**src/logic/pfc_cfg.svh**
```systemverilog
// constants for the parallel flash command controller
`ifndef PFC_CFG_SVH
`define PFC_CFG_SVH
// ---------------------------------------------------------------
// register offsets (byte addresses on the apb side)
// ---------------------------------------------------------------
`define PFC_OFF_CTRL 12'h000
`define PFC_OFF_ADDR 12'h004
`define PFC_OFF_DATA 12'h008
`define PFC_OFF_STAT 12'h00C
`define PFC_OFF_RDAT 12'h010
// ---------------------------------------------------------------
// control fields: op code in [2:0], go bit at 31
// ---------------------------------------------------------------
`define PFC_CTRL_OP_LSB 0
`define PFC_CTRL_GO_BIT 31
`define PFC_CTRL_HV_BIT 8
// ---------------------------------------------------------------
// status fields
// ---------------------------------------------------------------
`define PFC_STAT_BUSY_BIT 0
`define PFC_STAT_DONE_BIT 1
`define PFC_STAT_ERR_BIT 2
// ---------------------------------------------------------------
// flash command bytes and unlock addresses
// ---------------------------------------------------------------
`define PFC_UNLOCK_A1 19'h05555
`define PFC_UNLOCK_A2 19'h02AAA
`define PFC_UNLOCK_D1 8'hAA
`define PFC_UNLOCK_D2 8'h55
`define PFC_CMD_RESET 8'hF0
`define PFC_CMD_AUTOSEL 8'h90
`define PFC_CMD_PROGRAM 8'hA0
`define PFC_CMD_ERASE 8'h80
`define PFC_CMD_CHIP 8'h10
`define PFC_CMD_SECTOR 8'h30
// ---------------------------------------------------------------
// bus timing in ns and derived cycle counts at 40 MHz
// ---------------------------------------------------------------
`define PFC_CLK_NS 25
`define PFC_STROBE_NS 100
`define PFC_STROBE_CYC ((`PFC_STROBE_NS + `PFC_CLK_NS - 1) / `PFC_CLK_NS)
`define PFC_POLL_BIT 7
`define PFC_TOGGLE_BIT 6
`define PFC_MAX_POLLS 16'hFFFF
`endif

```
**src/logic/pfc_pkg.sv**
```systemverilog
// types for the parallel flash command controller
package pfc_pkg;
   // high level operations requested by software
   typedef enum logic [2:0]
   {
      PFC_OP_READ, PFC_OP_RESET, PFC_OP_IDREAD, PFC_OP_PROGRAM,
      PFC_OP_CHIPERASE, PFC_OP_SECTERASE, PFC_OP_ADDSECTOR
   } pfc_op_t;
   // pin strobe sequencer states
   typedef enum logic [2:0]
   {
      PFC_CY_IDLE, PFC_CY_SETUP, PFC_CY_STROBE, PFC_CY_HOLD
   } pfc_cy_t;
   // command walker states
   typedef enum logic [2:0]
   {
      PFC_SQ_IDLE, PFC_SQ_ISSUE, PFC_SQ_WAIT, PFC_SQ_POLL, PFC_SQ_PWAIT
   } pfc_sq_t;
endpackage

```
**src/logic/pfc_bus_cycle.sv**
```systemverilog
// one read or write cycle on the flash pins
`timescale 1ns/1ps
`include "pfc_cfg.svh"
module pfc_bus_cycle
(
   input wire logic clock,
   input wire logic reset,
   input wire logic clockEnable,
   input wire logic start,
   input wire logic isWrite,
   input wire logic [18:0] addrIn,
   input wire logic [7:0] dataIn,
   input wire logic [7:0] byteLinesIn,
   output logic busy,
   output logic done,
   output logic [7:0] readByte,
   output logic chipSelectN,
   output logic outGateN,
   output logic writeStrobeN,
   output logic [18:0] address,
   output logic [7:0] byteLinesOut,
   output logic byteLinesOe
);
   // all state of the cycle engine
   typedef struct packed
   {
      pfc_pkg::pfc_cy_t st;
      logic [3:0] cnt;
      logic wr;
      logic done;
      logic [7:0] rd;
      logic cs;
      logic oe;
      logic we;
      logic [18:0] a;
      logic [7:0] d;
      logic ben;
   } pfc_cy_s_t;
   pfc_cy_s_t cur;
   pfc_cy_s_t next_cur;
   // strobe width in cycles, always at least one
   localparam logic [3:0] STROBE = 4'(`PFC_STROBE_CYC);
   // next state: address set up before strobe, data held past it
   always_comb
   begin
      next_cur = cur;
      next_cur.done = 1'b0;
      case (cur.st)
         pfc_pkg::PFC_CY_IDLE:
         begin
            if (start)
            begin
               next_cur.st = pfc_pkg::PFC_CY_SETUP;
               next_cur.wr = isWrite;
               next_cur.a = addrIn;
               next_cur.d = dataIn;
               next_cur.cs = 1'b0;
               // drive lines only on a write, so no contention
               next_cur.ben = isWrite;
            end
         end
         pfc_pkg::PFC_CY_SETUP:
         begin
            next_cur.st = pfc_pkg::PFC_CY_STROBE;
            next_cur.cnt = STROBE;
            // write: gate high, strobe low; read: gate low, strobe high
            next_cur.we = ~cur.wr;
            next_cur.oe = cur.wr;
         end
         pfc_pkg::PFC_CY_STROBE:
         begin
            if (cur.cnt <= 4'h1)
            begin
               next_cur.st = pfc_pkg::PFC_CY_HOLD;
               next_cur.we = 1'b1;
               next_cur.oe = 1'b1;
               next_cur.rd = byteLinesIn;
            end
            else
            begin
               next_cur.cnt = cur.cnt - 4'h1;
            end
         end
         pfc_pkg::PFC_CY_HOLD:
         begin
            // deselect between cycles so toggle bit advances
            next_cur.st = pfc_pkg::PFC_CY_IDLE;
            next_cur.cs = 1'b1;
            next_cur.ben = 1'b0;
            next_cur.done = 1'b1;
         end
         default:
         begin
            next_cur.st = pfc_pkg::PFC_CY_IDLE;
         end
      endcase
   end
   // registered state, synchronous reset to idle bus
   always_ff @(posedge clock)
   begin
      if (reset)
      begin
         cur <= '{st: pfc_pkg::PFC_CY_IDLE, cnt: 4'h0, wr: 1'b0,
                  done: 1'b0, rd: 8'h00, cs: 1'b1, oe: 1'b1, we: 1'b1,
                  a: 19'h00000, d: 8'h00, ben: 1'b0};
      end
      else if (clockEnable)
      begin
         cur <= next_cur;
      end
   end
   assign busy = (cur.st != pfc_pkg::PFC_CY_IDLE);
   assign done = cur.done;
   assign readByte = cur.rd;
   assign chipSelectN = cur.cs;
   assign outGateN = cur.oe;
   assign writeStrobeN = cur.we;
   assign address = cur.a;
   assign byteLinesOut = cur.d;
   // output enable is low while the controller drives
   assign byteLinesOe = ~cur.ben;
   // never drive the lines while the gate asks the device to drive
   a_no_contention: assert property (@(posedge clock)
      disable iff (reset) !outGateN |-> byteLinesOe)
      else $error("drive during read");
   // strobe low only with select low and gate high
   a_write_gate: assert property (@(posedge clock)
      disable iff (reset) !writeStrobeN |-> (!chipSelectN && outGateN))
      else $error("bad write strobe");
   // deselected: both strobes idle and the lines released
   a_idle_release: assert property (@(posedge clock)
      disable iff (reset)
      chipSelectN |-> (outGateN && writeStrobeN && byteLinesOe))
      else $error("pins active while deselected");
endmodule

```
**src/logic/pfc_host.sv**
```systemverilog
// apb controlled host that drives command sequences into a flash
//
// The register addresses and the APB register port were decided locally.
`timescale 1ns/1ps
`include "pfc_cfg.svh"
// Operation
// - identifier mode ends only on reset
// - program: two unlocks, A0H, then target
// - poll the address being programmed
// - chip erase: six writes ending 10H
// - sector erase: five writes then 30H
// - during erase only suspend or resume; host has neither and accepts any op once a sector erase is issued
module pfc_host
(
   input wire logic clock,
   input wire logic reset,
   input wire logic clockEnable,
   input wire logic psel,
   input wire logic penable,
   input wire logic pwrite,
   input wire logic [11:0] paddr,
   input wire logic [31:0] pwdata,
   output logic [31:0] prdata,
   output logic pready,
   output logic pslverr,
   output logic chipSelectN,
   output logic outGateN,
   output logic writeStrobeN,
   output logic [18:0] address,
   output logic idHighVoltage,
   input wire logic [7:0] byteLinesIn,
   output logic [7:0] byteLinesOut,
   output logic byteLinesOe
);
   // whole controller state
   typedef struct packed
   {
      pfc_pkg::pfc_sq_t st;
      pfc_pkg::pfc_op_t op;
      logic [2:0] step; // index of the write in the sequence
      logic [18:0] tgtAddr, cyA; // software target, cycle address
      logic [7:0] tgtData, rdat, prevRead, cyD; // data and poll history
      logic busy, done, err, hv, firstPoll, start, isWr, pready, pslverr;
      logic [15:0] polls; // polls so far, bounded
      logic [31:0] prdata;
   } pfc_st_t;
   pfc_st_t cur, next_cur;
   // cycle engine wires
   logic cyBusy, cyDone;
   logic [7:0] cyRead;
   pfc_bus_cycle pfc_bus_cycle_i
   (
      .clock(clock), .reset(reset), .clockEnable(clockEnable),
      .start(cur.start), .isWrite(cur.isWr), .addrIn(cur.cyA),
      .dataIn(cur.cyD), .byteLinesIn(byteLinesIn), .busy(cyBusy),
      .done(cyDone), .readByte(cyRead), .chipSelectN(chipSelectN),
      .outGateN(outGateN), .writeStrobeN(writeStrobeN),
      .address(address), .byteLinesOut(byteLinesOut),
      .byteLinesOe(byteLinesOe)
   );
   // ---------------------------------------------------------------
   // sequence table: address and data of each write
   // ---------------------------------------------------------------
   // unlocks use the low-address form; upper bits are don't care
   function automatic logic [26:0] seqWord(input pfc_pkg::pfc_op_t op,
      input logic [2:0] step, input logic [18:0] ta, input logic [7:0] td);
      logic [26:0] w;
      w = {`PFC_UNLOCK_A1, `PFC_UNLOCK_D1};
      if (op == pfc_pkg::PFC_OP_RESET)
         w = {`PFC_UNLOCK_A1, `PFC_CMD_RESET};
      else if (op == pfc_pkg::PFC_OP_ADDSECTOR)
         w = {ta, `PFC_CMD_SECTOR};
      else if (step == 3'h1 || step == 3'h4)
         w = {`PFC_UNLOCK_A2, `PFC_UNLOCK_D2};
      else if (step == 3'h2)
      begin
         if (op == pfc_pkg::PFC_OP_PROGRAM)
            w = {`PFC_UNLOCK_A1, `PFC_CMD_PROGRAM};
         else if (op == pfc_pkg::PFC_OP_IDREAD)
            w = {`PFC_UNLOCK_A1, `PFC_CMD_AUTOSEL};
         else
            w = {`PFC_UNLOCK_A1, `PFC_CMD_ERASE};
      end
      else if (step == 3'h3 && op == pfc_pkg::PFC_OP_PROGRAM)
         w = {ta, td};
      else if (step == 3'h5)
      begin
         if (op == pfc_pkg::PFC_OP_SECTERASE)
            w = {ta, `PFC_CMD_SECTOR};
         else
            w = {`PFC_UNLOCK_A1, `PFC_CMD_CHIP};
      end
      return w;
   endfunction
   // index of the last write in each sequence (one less than its number of writes)
   function automatic logic [2:0] seqLast(input pfc_pkg::pfc_op_t op);
      case (op)
         pfc_pkg::PFC_OP_RESET, pfc_pkg::PFC_OP_ADDSECTOR: seqLast = 3'h0;
         pfc_pkg::PFC_OP_PROGRAM: seqLast = 3'h3;
         pfc_pkg::PFC_OP_IDREAD: seqLast = 3'h2;
         default: seqLast = 3'h5;
      endcase
   endfunction
   // ---------------------------------------------------------------
   // apb slave and command walker
   // ---------------------------------------------------------------
   always_comb
   begin
      logic [26:0] w;
      logic [7:0] diff;
      w = seqWord(cur.op, cur.step, cur.tgtAddr, cur.tgtData);
      diff = cyRead ^ cur.prevRead;
      next_cur = cur;
      next_cur.start = 1'b0;
      next_cur.pready = 1'b0;
      next_cur.pslverr = 1'b0;
      // apb: answer one cycle after setup, in the access phase
      if (psel && !penable)
      begin
         next_cur.pready = 1'b1;
         next_cur.prdata = 32'h00000000;
         if (pwrite)
         begin
            case (paddr)
               `PFC_OFF_CTRL:
               begin
                  next_cur.hv = pwdata[`PFC_CTRL_HV_BIT];
                  // go is refused while a sequence runs
                  if (pwdata[`PFC_CTRL_GO_BIT] && !cur.busy)
                  begin
                     next_cur.op = pfc_pkg::pfc_op_t'(pwdata[2:0]);
                     next_cur.st = pfc_pkg::PFC_SQ_ISSUE;
                     next_cur.step = 3'h0;
                     next_cur.busy = 1'b1;
                     next_cur.done = 1'b0;
                     next_cur.err = 1'b0;
                     next_cur.firstPoll = 1'b1;
                     next_cur.polls = 16'h0000;
                  end
               end
               `PFC_OFF_ADDR: next_cur.tgtAddr = pwdata[18:0];
               `PFC_OFF_DATA: next_cur.tgtData = pwdata[7:0];
               default: next_cur.pslverr = 1'b1;
            endcase
         end
         else
         begin
            case (paddr)
               `PFC_OFF_CTRL: next_cur.prdata = {23'h0, cur.hv, 5'h0, cur.op};
               `PFC_OFF_ADDR: next_cur.prdata = {13'h0000, cur.tgtAddr};
               `PFC_OFF_DATA: next_cur.prdata = {24'h000000, cur.tgtData};
               `PFC_OFF_STAT: next_cur.prdata = {29'h00000000, cur.err,
                  cur.done, cur.busy};
               `PFC_OFF_RDAT: next_cur.prdata = {24'h000000, cur.rdat};
               default: next_cur.pslverr = 1'b1;
            endcase
         end
      end
      case (cur.st)
         pfc_pkg::PFC_SQ_IDLE:
         begin
         end
         pfc_pkg::PFC_SQ_ISSUE:
            if (!cyBusy)
            begin
               next_cur.start = 1'b1;
               // only a plain read is a read at the target; id read writes its unlock sequence
               next_cur.isWr = !(cur.op == pfc_pkg::PFC_OP_READ);
               next_cur.cyA = (cur.op == pfc_pkg::PFC_OP_READ) ?
                  cur.tgtAddr : w[26:8];
               next_cur.cyD = w[7:0];
               next_cur.st = pfc_pkg::PFC_SQ_WAIT;
            end
         pfc_pkg::PFC_SQ_WAIT:
         begin
            if (cyDone)
            begin
               if (cur.op == pfc_pkg::PFC_OP_READ)
               begin
                  next_cur.rdat = cyRead;
                  next_cur.st = pfc_pkg::PFC_SQ_IDLE;
                  next_cur.busy = 1'b0;
                  next_cur.done = 1'b1;
               end
               else if (cur.step != seqLast(cur.op))
               begin
                  next_cur.step = cur.step + 3'h1;
                  next_cur.st = pfc_pkg::PFC_SQ_ISSUE;
               end
               else if (cur.op == pfc_pkg::PFC_OP_PROGRAM ||
                        cur.op == pfc_pkg::PFC_OP_CHIPERASE)
                  next_cur.st = pfc_pkg::PFC_SQ_POLL;
               else
               begin
                  // reset, id entry, sector erase and sector adds end at once so
                  // software can add sectors inside the timeout
                  next_cur.st = pfc_pkg::PFC_SQ_IDLE;
                  next_cur.busy = 1'b0;
                  next_cur.done = 1'b1;
               end
            end
         end
         pfc_pkg::PFC_SQ_POLL:
            if (!cyBusy)
            begin
               // poll the target address the operation works on
               next_cur.start = 1'b1;
               next_cur.isWr = 1'b0;
               next_cur.cyA = cur.tgtAddr;
               next_cur.st = pfc_pkg::PFC_SQ_PWAIT;
            end
         pfc_pkg::PFC_SQ_PWAIT:
         begin
            if (cyDone)
            begin
               next_cur.prevRead = cyRead;
               next_cur.firstPoll = 1'b0;
               next_cur.polls = cur.polls + 16'h0001;
               next_cur.rdat = cyRead;
               // finished when bit six stops toggling
               if (!cur.firstPoll && !diff[`PFC_TOGGLE_BIT])
               begin
                  next_cur.st = pfc_pkg::PFC_SQ_IDLE;
                  next_cur.busy = 1'b0;
                  next_cur.done = 1'b1;
                  // program must show the value written on bit seven
                  if (cur.op == pfc_pkg::PFC_OP_PROGRAM)
                     next_cur.err = cyRead[`PFC_POLL_BIT] !=
                        cur.tgtData[`PFC_POLL_BIT];
                  else
                     next_cur.err = !cyRead[`PFC_POLL_BIT];
               end
               else if (cur.polls == `PFC_MAX_POLLS)
               begin
                  // limitation: gives up after a fixed number of polls
                  next_cur.st = pfc_pkg::PFC_SQ_IDLE;
                  next_cur.busy = 1'b0;
                  next_cur.err = 1'b1;
               end
               else
                  next_cur.st = pfc_pkg::PFC_SQ_POLL;
            end
         end
         default:
            next_cur.st = pfc_pkg::PFC_SQ_IDLE;
      endcase
   end
   // registered state; the flash itself powers up in array read
   always_ff @(posedge clock)
   begin
      if (reset)
         cur <= '0;
      else if (clockEnable)
         cur <= next_cur;
   end
   assign prdata = cur.prdata;
   assign pready = cur.pready;
   assign pslverr = cur.pslverr;
   assign idHighVoltage = cur.hv;
   // last write of a program carries target address and data
   a_prog_target: assert property (@(posedge clock)
      disable iff (reset) (cur.start && cur.step == 3'h3 &&
      cur.op == pfc_pkg::PFC_OP_PROGRAM && cur.st == pfc_pkg::PFC_SQ_WAIT)
      |-> (cur.cyA == cur.tgtAddr && cur.cyD == cur.tgtData))
      else $error("program target wrong");
   // polls go only to the target address
   a_poll_addr: assert property (@(posedge clock)
      disable iff (reset) (cur.start && cur.st == pfc_pkg::PFC_SQ_PWAIT) |->
      cur.cyA == cur.tgtAddr) else $error("poll address wrong");
   // apb answers exactly one cycle after setup
   a_apb_answer: assert property (@(posedge clock) disable iff (reset)
      (psel && !penable && clockEnable) |=> pready)
      else $error("apb answer late");
   c_program: cover property (@(posedge clock)
      cur.op == pfc_pkg::PFC_OP_PROGRAM && cur.done);
   c_chip: cover property (@(posedge clock)
      cur.op == pfc_pkg::PFC_OP_CHIPERASE && cur.done);
   c_sector: cover property (@(posedge clock)
      cur.op == pfc_pkg::PFC_OP_ADDSECTOR && cur.done);
endmodule

```
**config.mk**
```make
export PLATFORM = sky130hd
export DESIGN_NAME = pfc_host
export DESIGN_NICKNAME = d
export VERILOG_FILES = /design/src/logic/pfc_pkg.sv /design/src/logic/pfc_bus_cycle.sv /design/src/logic/pfc_host.sv
export VERILOG_INCLUDE_DIRS = /design/src /design/src/logic
export SDC_FILE = /design/constraint.sdc
export NUM_CORES = 1
export LEC_CHECK = 0
export BUFFER_PORTS_ARGS = -buffer_cell sky130_fd_sc_hd__buf_4
export CAP_MARGIN = 10
export CORE_AREA = 2 2 120 122
export DETAILED_ROUTE_END_ITERATION = 7
export DIE_AREA = 0 0 122 124
export GPL_TIMING_DRIVEN = 0
export PLACE_DENSITY_LB_ADDON = 0.2
export SLEW_MARGIN = 10
export SYNTH_ARGS = -nofsm -noshare
export SYNTH_HDL_FRONTEND = slang
export SYNTH_SLANG_ARGS = --single-unit
export TNS_END_PERCENT = 10
```
**constraint.sdc**
```tcl
create_clock -name clock -period 2.31 [get_ports clock]
set_input_delay 0.1155 -clock clock [delete_from_list [all_inputs] [get_ports clock]]
set_output_delay 0.1155 -clock clock [all_outputs]
set_load 0.02 [all_outputs]
```
# ---- Yosys cells after proc, flatten, opt, wreduce, memory -nomap -nowiden
# Index checks and enable logic that the tools add are counted.
dict set report totals {
  regBits 184
  out_inout_bits 66
  input_bits 58
}
dict set report classes {
  bitwise_logic 4
  n_reduce_logical 39
  n_eq_ne 33
  n_addsub 3
  magnitude_cmp 1
  mux 86
}
# cell n
set op_table {}
lappend op_table {{$mux W27} 7}
lappend op_table {{$mux W16} 6}
lappend op_table {{$mux W19} 5}
lappend op_table {{$pmux W19 S5} 1}
lappend op_table {{$mux W28} 2}
lappend op_table {{$mux W3} 18}
lappend op_table {{$mux W50} 1}
lappend op_table {{$pmux W19 S2} 1}
lappend op_table {{$eq A12 B4 Y1 const B} 2}
lappend op_table {{$eq A3 B2 Y1 const B} 8}
lappend op_table {{$reduce_and A3 Y1} 8}
lappend op_table {{$mux W5} 4}
lappend op_table {{$eq A3 B3 Y1 const B} 6}
lappend op_table {{$mux W2} 9}
lappend op_table {{$mux W9} 2}
lappend op_table {{$pmux W3 S3} 2}
lappend op_table {{$add A16 B1 Y16 const B} 1}
lappend op_table {{$eq A16 B16 Y1 const B} 1}
lappend op_table {{$mux W1} 16}
lappend op_table {{$mux W8} 2}
lappend op_table {{$pmux W8 S2} 1}
lappend op_table {{$reduce_and A4 Y1} 4}
lappend op_table {{$pmux W3 S5} 1}
lappend op_table {{$eq A12 B3 Y1 const B} 1}
lappend op_table {{other kinds (28)} 57}

# ---- Depth between registers and ports, before layout
dict set report logic_depth {
  ltp_word 11
  depth_mapped 8
}

# ---- By module
# Synthesis repeated with hierarchy kept, for this count alone.
dict set report unflattened {
  hier_cells 973
  hier_area_um2 7971.4
}
# mod instances cells_each area_each_um2 seq_area_each_um2
set by_module_without_submodules {}
lappend by_module_without_submodules {pfc_host 1 714 5821.8 2322.2}
lappend by_module_without_submodules {pfc_bus_cycle 1 259 2149.6 940.9}

# ---- Worst setup path after synthesis
# Ideal clock, no wire load.
dict set report synth_path {
  path_kind {register to register}
  from {register cur[127] (netlist name)}
  to {register cur[101] (netlist name)}
  t_arrival_ns 1.897
  t_required_ns 2.250
  stages_incl_launch_ff 9
  setup_ns 0.060
  path_buffers 2
  path_slack_ns 0.353
  cell_sequence {dfxtp_1 -> buf_2 -> inv_1 -> ha_1 -> mux2_2 -> a41o_1 -> buf_2 -> nor2_1 -> a221o_1}
}
dict set report synth_between {
  elab_chain_len 10
  word_cells_on_any_way 16
  classes_between {5 x eq/ne; 9 x mux; 2 x reduce/logical}
}
# item line
set synth_lines {}
lappend synth_lines {{start, declared} pfc_host.sv:47} ;# pfc_st_t cur, next_cur;
lappend synth_lines {{start signal, assigned} pfc_host.sv:254} ;# cur <= next_cur;
lappend synth_lines {{$eq A3 B3 Y1 or $eq A3 B2 Y1 (tied branches)} {pfc_host.sv:86, pfc_host.sv:84}}
lappend synth_lines {{$mux W27 or $logic_and A1 B1 Y1 (tied branches)} {pfc_host.sv:86, pfc_host.sv:84}}
lappend synth_lines {{$mux W27} pfc_host.sv:84} ;# else if (step == 3'h3 && op == pfc_pkg::PFC_OP_PROGRAM)
lappend synth_lines {{$mux W27} pfc_host.sv:75} ;# else if (step == 3'h2)
lappend synth_lines {{$mux W27 (*)} pfc_host.sv:73} ;# else if (step == 3'h1 || step == 3'h4)
lappend synth_lines {{$mux W27 (*)} pfc_host.sv:71} ;# else if (op == pfc_pkg::PFC_OP_ADDSECTOR)
lappend synth_lines {{$mux W27 (*)} pfc_host.sv:69} ;# if (op == pfc_pkg::PFC_OP_RESET)
lappend synth_lines {{$mux W19 (*)} pfc_host.sv:169} ;# next_cur.cyA = (cur.op == pfc_pkg::PFC_OP_READ) ?
lappend synth_lines {{$mux W19 (*)} pfc_host.sv:164} ;# if (!cyBusy)
lappend synth_lines {{$pmux W19 S2 (*)} pfc_host.sv:159} ;# case (cur.st)
# Every way passes the cells marked *; elsewhere a longest branch is shown, timed or not. The select of a mux whose other input is x is not followed.
# A chain may end at the register's enable or synchronous reset.

# ---- Worst setup path after layout
dict set report layout_path {
  from {register pfc_bus_cycle_i.cur[45] (netlist name)}
  to {register cur[60] (netlist name)}
}
dict set report layout_between {
  elab_chain_len 3
}
# item line
set layout_lines {}
lappend layout_lines {{start, declared} pfc_bus_cycle.sv:39} ;# pfc_cy_s_t cur;
lappend layout_lines {{start signal, assigned} pfc_bus_cycle.sv:103} ;# cur <= '{st: pfc_pkg::PFC_CY_IDLE, cnt: 4'h0, wr: 1'b0,
lappend layout_lines {{start signal, assigned} pfc_bus_cycle.sv:109} ;# cur <= next_cur;
lappend layout_lines {{$reduce_bool A3 Y1} pfc_bus_cycle.sv:112} ;# assign busy = (cur.st != pfc_pkg::PFC_CY_IDLE);
lappend layout_lines {{$not A1 Y1 (no line)} --}
lappend layout_lines {{$reduce_and A3 Y1 (no line)} --}
# No other way between the ends.

==> reports/qor.txt <==
status - finished clean
MaxCap Viol Count - 0
leading area contributor after synthesis - dfxtp_1
Final Hold Violating Endpoints - 0
detail-routed net length per standard cell - 17.7 um
share of layout cells above drive strength 1 - 21.9%
chip height - 124 um
Overflow after GRT - 0
Critical Path Start Type - flop
Overall Global Routing Usage - 29.8%
DRT Pass-1 Iters - 5
family with the most delay on the worst path - simple AND/OR/NAND/NOR gates
die area - 15,100 um2
CTS sink count - 163
Chip Width - 122 um
Mapped Area - 7730 um2
pre-CTS WS - -0.0311 ns
Final setup viols - 0
final core occ - 70.1%
vias in the first global route - 6,383
largest net degree at the start of global routing - 17
Power per Cell Area - 604 nW/um2
Slew @ Worst Pin - 0.774 ns
fin nets - 1,147
Initial Util - 56.4%
Pleak - 3.79 nW
IO Port Bufs - 98
kind of critical path - reg -> reg
prevailing post-synth register cell - dfxtp_1
detailed-route wire length - 22,400 um
Crit path largest cell delay - 0.49 ns
relative slew slack - 48.0%
first-pass GRT wire length - 34,300 um
post-layout min period - 2.29 ns
fill count - 1,125
CTS clock-pin slew for the worst setup and hold paths - 0.07 ns
DRT iter0 DRCs - 703
worst setup margin - 0.0241 ns
crit path cell chain - inv_1, ha_1, and4b_1, clkbuf_1, nand2b_1, a2bb2oi_1, nor2_1
initial antenna violation count - 0
asr flop ratio synth - 0%
most numerous cell in the Yosys netlist - dfxtp_1
Post-Synthesis Cells - 922
crit path max fanout - 10
Critical path buffers and inverters - 2
CTS tree - built
Min-Delay Path Class - in -> reg
vias per cell - 5.81
ranking of synthesized cells by area - dfxtp_1 (42%), nand2_1 (6.8%), buf_4 (5.9%), a21oi_1 (5.8%), nor2_1 (4.2%)
RSZ-0062 raised after global routing - yes
Max stage delay cell, worst path - clkbuf_1
Synth cell types - 82
Yosys warning count - 0
clk_lat worst skew - 0.44 ns
Post-synth EDFFs - 0
register area share after synthesis - 42.2%
n_diodes - 0
P&R area growth vs syn - 24.3%
post-route DRC violation count - 0
htree depth - 4
worst vdd ir - 417 uV
commonest cells in the netlist - dfxtp_1 (163), nand2_1 (141), a21oi_1 (90)
core area - 13,700 um2
top-area cell type share of the netlist area - 42.2%
Critical Path RT - 2.61 ns
Synth Register Bits - 163
Pins Over Slew Limit - 0
Root Buffer - clkbuf_16
Worst Path Arrival - 2.59 ns
Mapped Avg Cell Area - 8.39 um2
final worst path period share - 99.0%
Final HPWL DP - 15,700 um
post-CTS setup buffer count - 0
Crit. End Element - flop
TritonCTS Buffers - 17
CTS Buffer Depth - 2
I/O pin count - 124
setup TNS - 0 ns
remaining antenna violation count - 0
via count - 7,373
worst hold margin - 0.0413 ns
post-route clock skew - 0.00835 ns
Peak Freq - 0.437 GHz
gpl congestion - 0.944
Placement Rows - 43
-- routing by layer --
metal  vias to the layer above  routed length [um]  GRT usage [%]
li1                       3520                   -              -
met1                      3493                9860           41.4
met2                       323               10200           46.9
met3                        37                1930           5.22
met4                         0                 458           10.6
met5                         -                   0              0
-- state kept, by name, indices dropped and copies added, names as in the netlist --
register and cells:
prdata 19, idHighVoltage 1, pfc_bus_cycle_i.cur 8, pready 1, pfc_bus_cycle_i.byteLinesOut 8, pfc_bus_cycle_i.chipSelectN 1, pfc_bus_cycle_i.address 19, pfc_bus_cycle_i.done 1
pslverr 1, pfc_bus_cycle_i.outGateN 1, cur 94, pfc_bus_cycle_i.writeStrobeN 1, pfc_bus_cycle_i.readByte 8
-- repair_timing --
| item | CTS | global route |
|---|---|---|
| pin swaps | 0 | 3 |
| resized for setup | 4 | 10 |
| endpoints found under the setup margin | 18 | 47 |
| endpoints found under the hold margin | 39 | 0 |
| hold buffers | 27 | 0 |
-- final timing paths --
kind | to | slack (ns) | cells past startpoint | from
max | cur[60] | 0.02 | 7 | pfc_bus_cycle_i.cur[45]
min | cur[56] | 0.04 | 3 | pwdata[31]
max reg2reg | cur[60] | 0.02 | 7 | pfc_bus_cycle_i.cur[45]
min reg2reg | pfc_bus_cycle_i.address[0] | 0.45 | 2 | cur[89]
-- cell usage in the layout, fill, tap and decap left out, drive strengths merged, types with 5 or more instances in the layout --
cell type | netlist | final
conb | 1 | 13
a21oi | 90 | 90
clkinv | 1 | 6
o31ai | 5 | 5
nand2b | 7 | 7
o22ai | 11 | 11
clkbuf | 35 | 54
o21ai | 45 | 45
and3 | 8 | 8
a22oi | 21 | 21
nand4 | 5 | 5
nand2 | 141 | 141
nor3 | 10 | 10
ha | 13 | 13
a22o | 7 | 7
or4 | 6 | 6
mux2i | 25 | 25
a2bb2oi | 5 | 5
a31oi | 6 | 6
a221o | 8 | 8
buf | 76 | 173
nor2 | 87 | 87
nor2b | 6 | 6
dfxtp | 163 | 163
or3 | 6 | 6
o32ai | 5 | 5
inv | 18 | 23
mux2 | 7 | 7
dlygate4sd3 | 0 | 27
nor4 | 11 | 11
nand3b | 5 | 5
nand3 | 22 | 22
-- power breakdown --
group          leakage [nW]  switching [mW]  internal, mW  total (mW)
logic                  2.21           0.189         0.132       0.322
registers              1.31         0.00342          2.81        2.82
clock network         0.270            1.21          1.45        2.66
total                  3.79            1.41          4.40        5.80
-- stage by stage --
stage / area [um2] / std cells / total power, mW
after global placement: 8740 / 1212 / 3.15
after global routing: 9610 / 1269 / 5.94
final: 9610 / 1269 / 5.80
after detailed placement: 8740 / 1212 / 3.16
after CTS: 9580 / 1270 / 5.81
after floorplan: 7780 / 934 / 3.02
-- final cells by class --
| cell class | count | area [um2] | area share [%] |
|---|---|---|---|
| repair buffers | 125 | 1010 | 10.5 |
| plain buffers | 109 | 661 | 6.87 |
| well taps | 180 | 225 | 2.34 |
| clock buffers | 20 | 457 | 4.75 |
| flip-flops and latches | 163 | 3260 | 34.0 |
| clock inverters | 12 | 97.6 | 1.02 |
| multi-input cells | 641 | 3830 | 39.8 |
| inverters | 19 | 71.3 | 0.742 |
-- worst register-to-register path, delay by kind of cell, from the launching register on --
kind                       cells  cell delay, ns
adders and majority gates      1            0.34
AOI/OAI and AO/OA              1            0.21
and+or+nand+nor                3            0.64
buffers and inverters          2            0.60
DFF                            1            0.37
-- cells by family after synthesis --
kind of cell               Yosys count  share of synthesized area (%)
muxes                               32                           4.26
adders and majority gates           13                           2.10
AOI/OAI and AO/OA                  236                           19.4
other                                1                         0.0485
and+or+nand+nor                    344                           22.1
xor gates and xnor gates             3                          0.340
DFF                                163                           42.2
buffers and inverters              130                           9.53
Note: power is estimated with default switching activity, not from simulation.
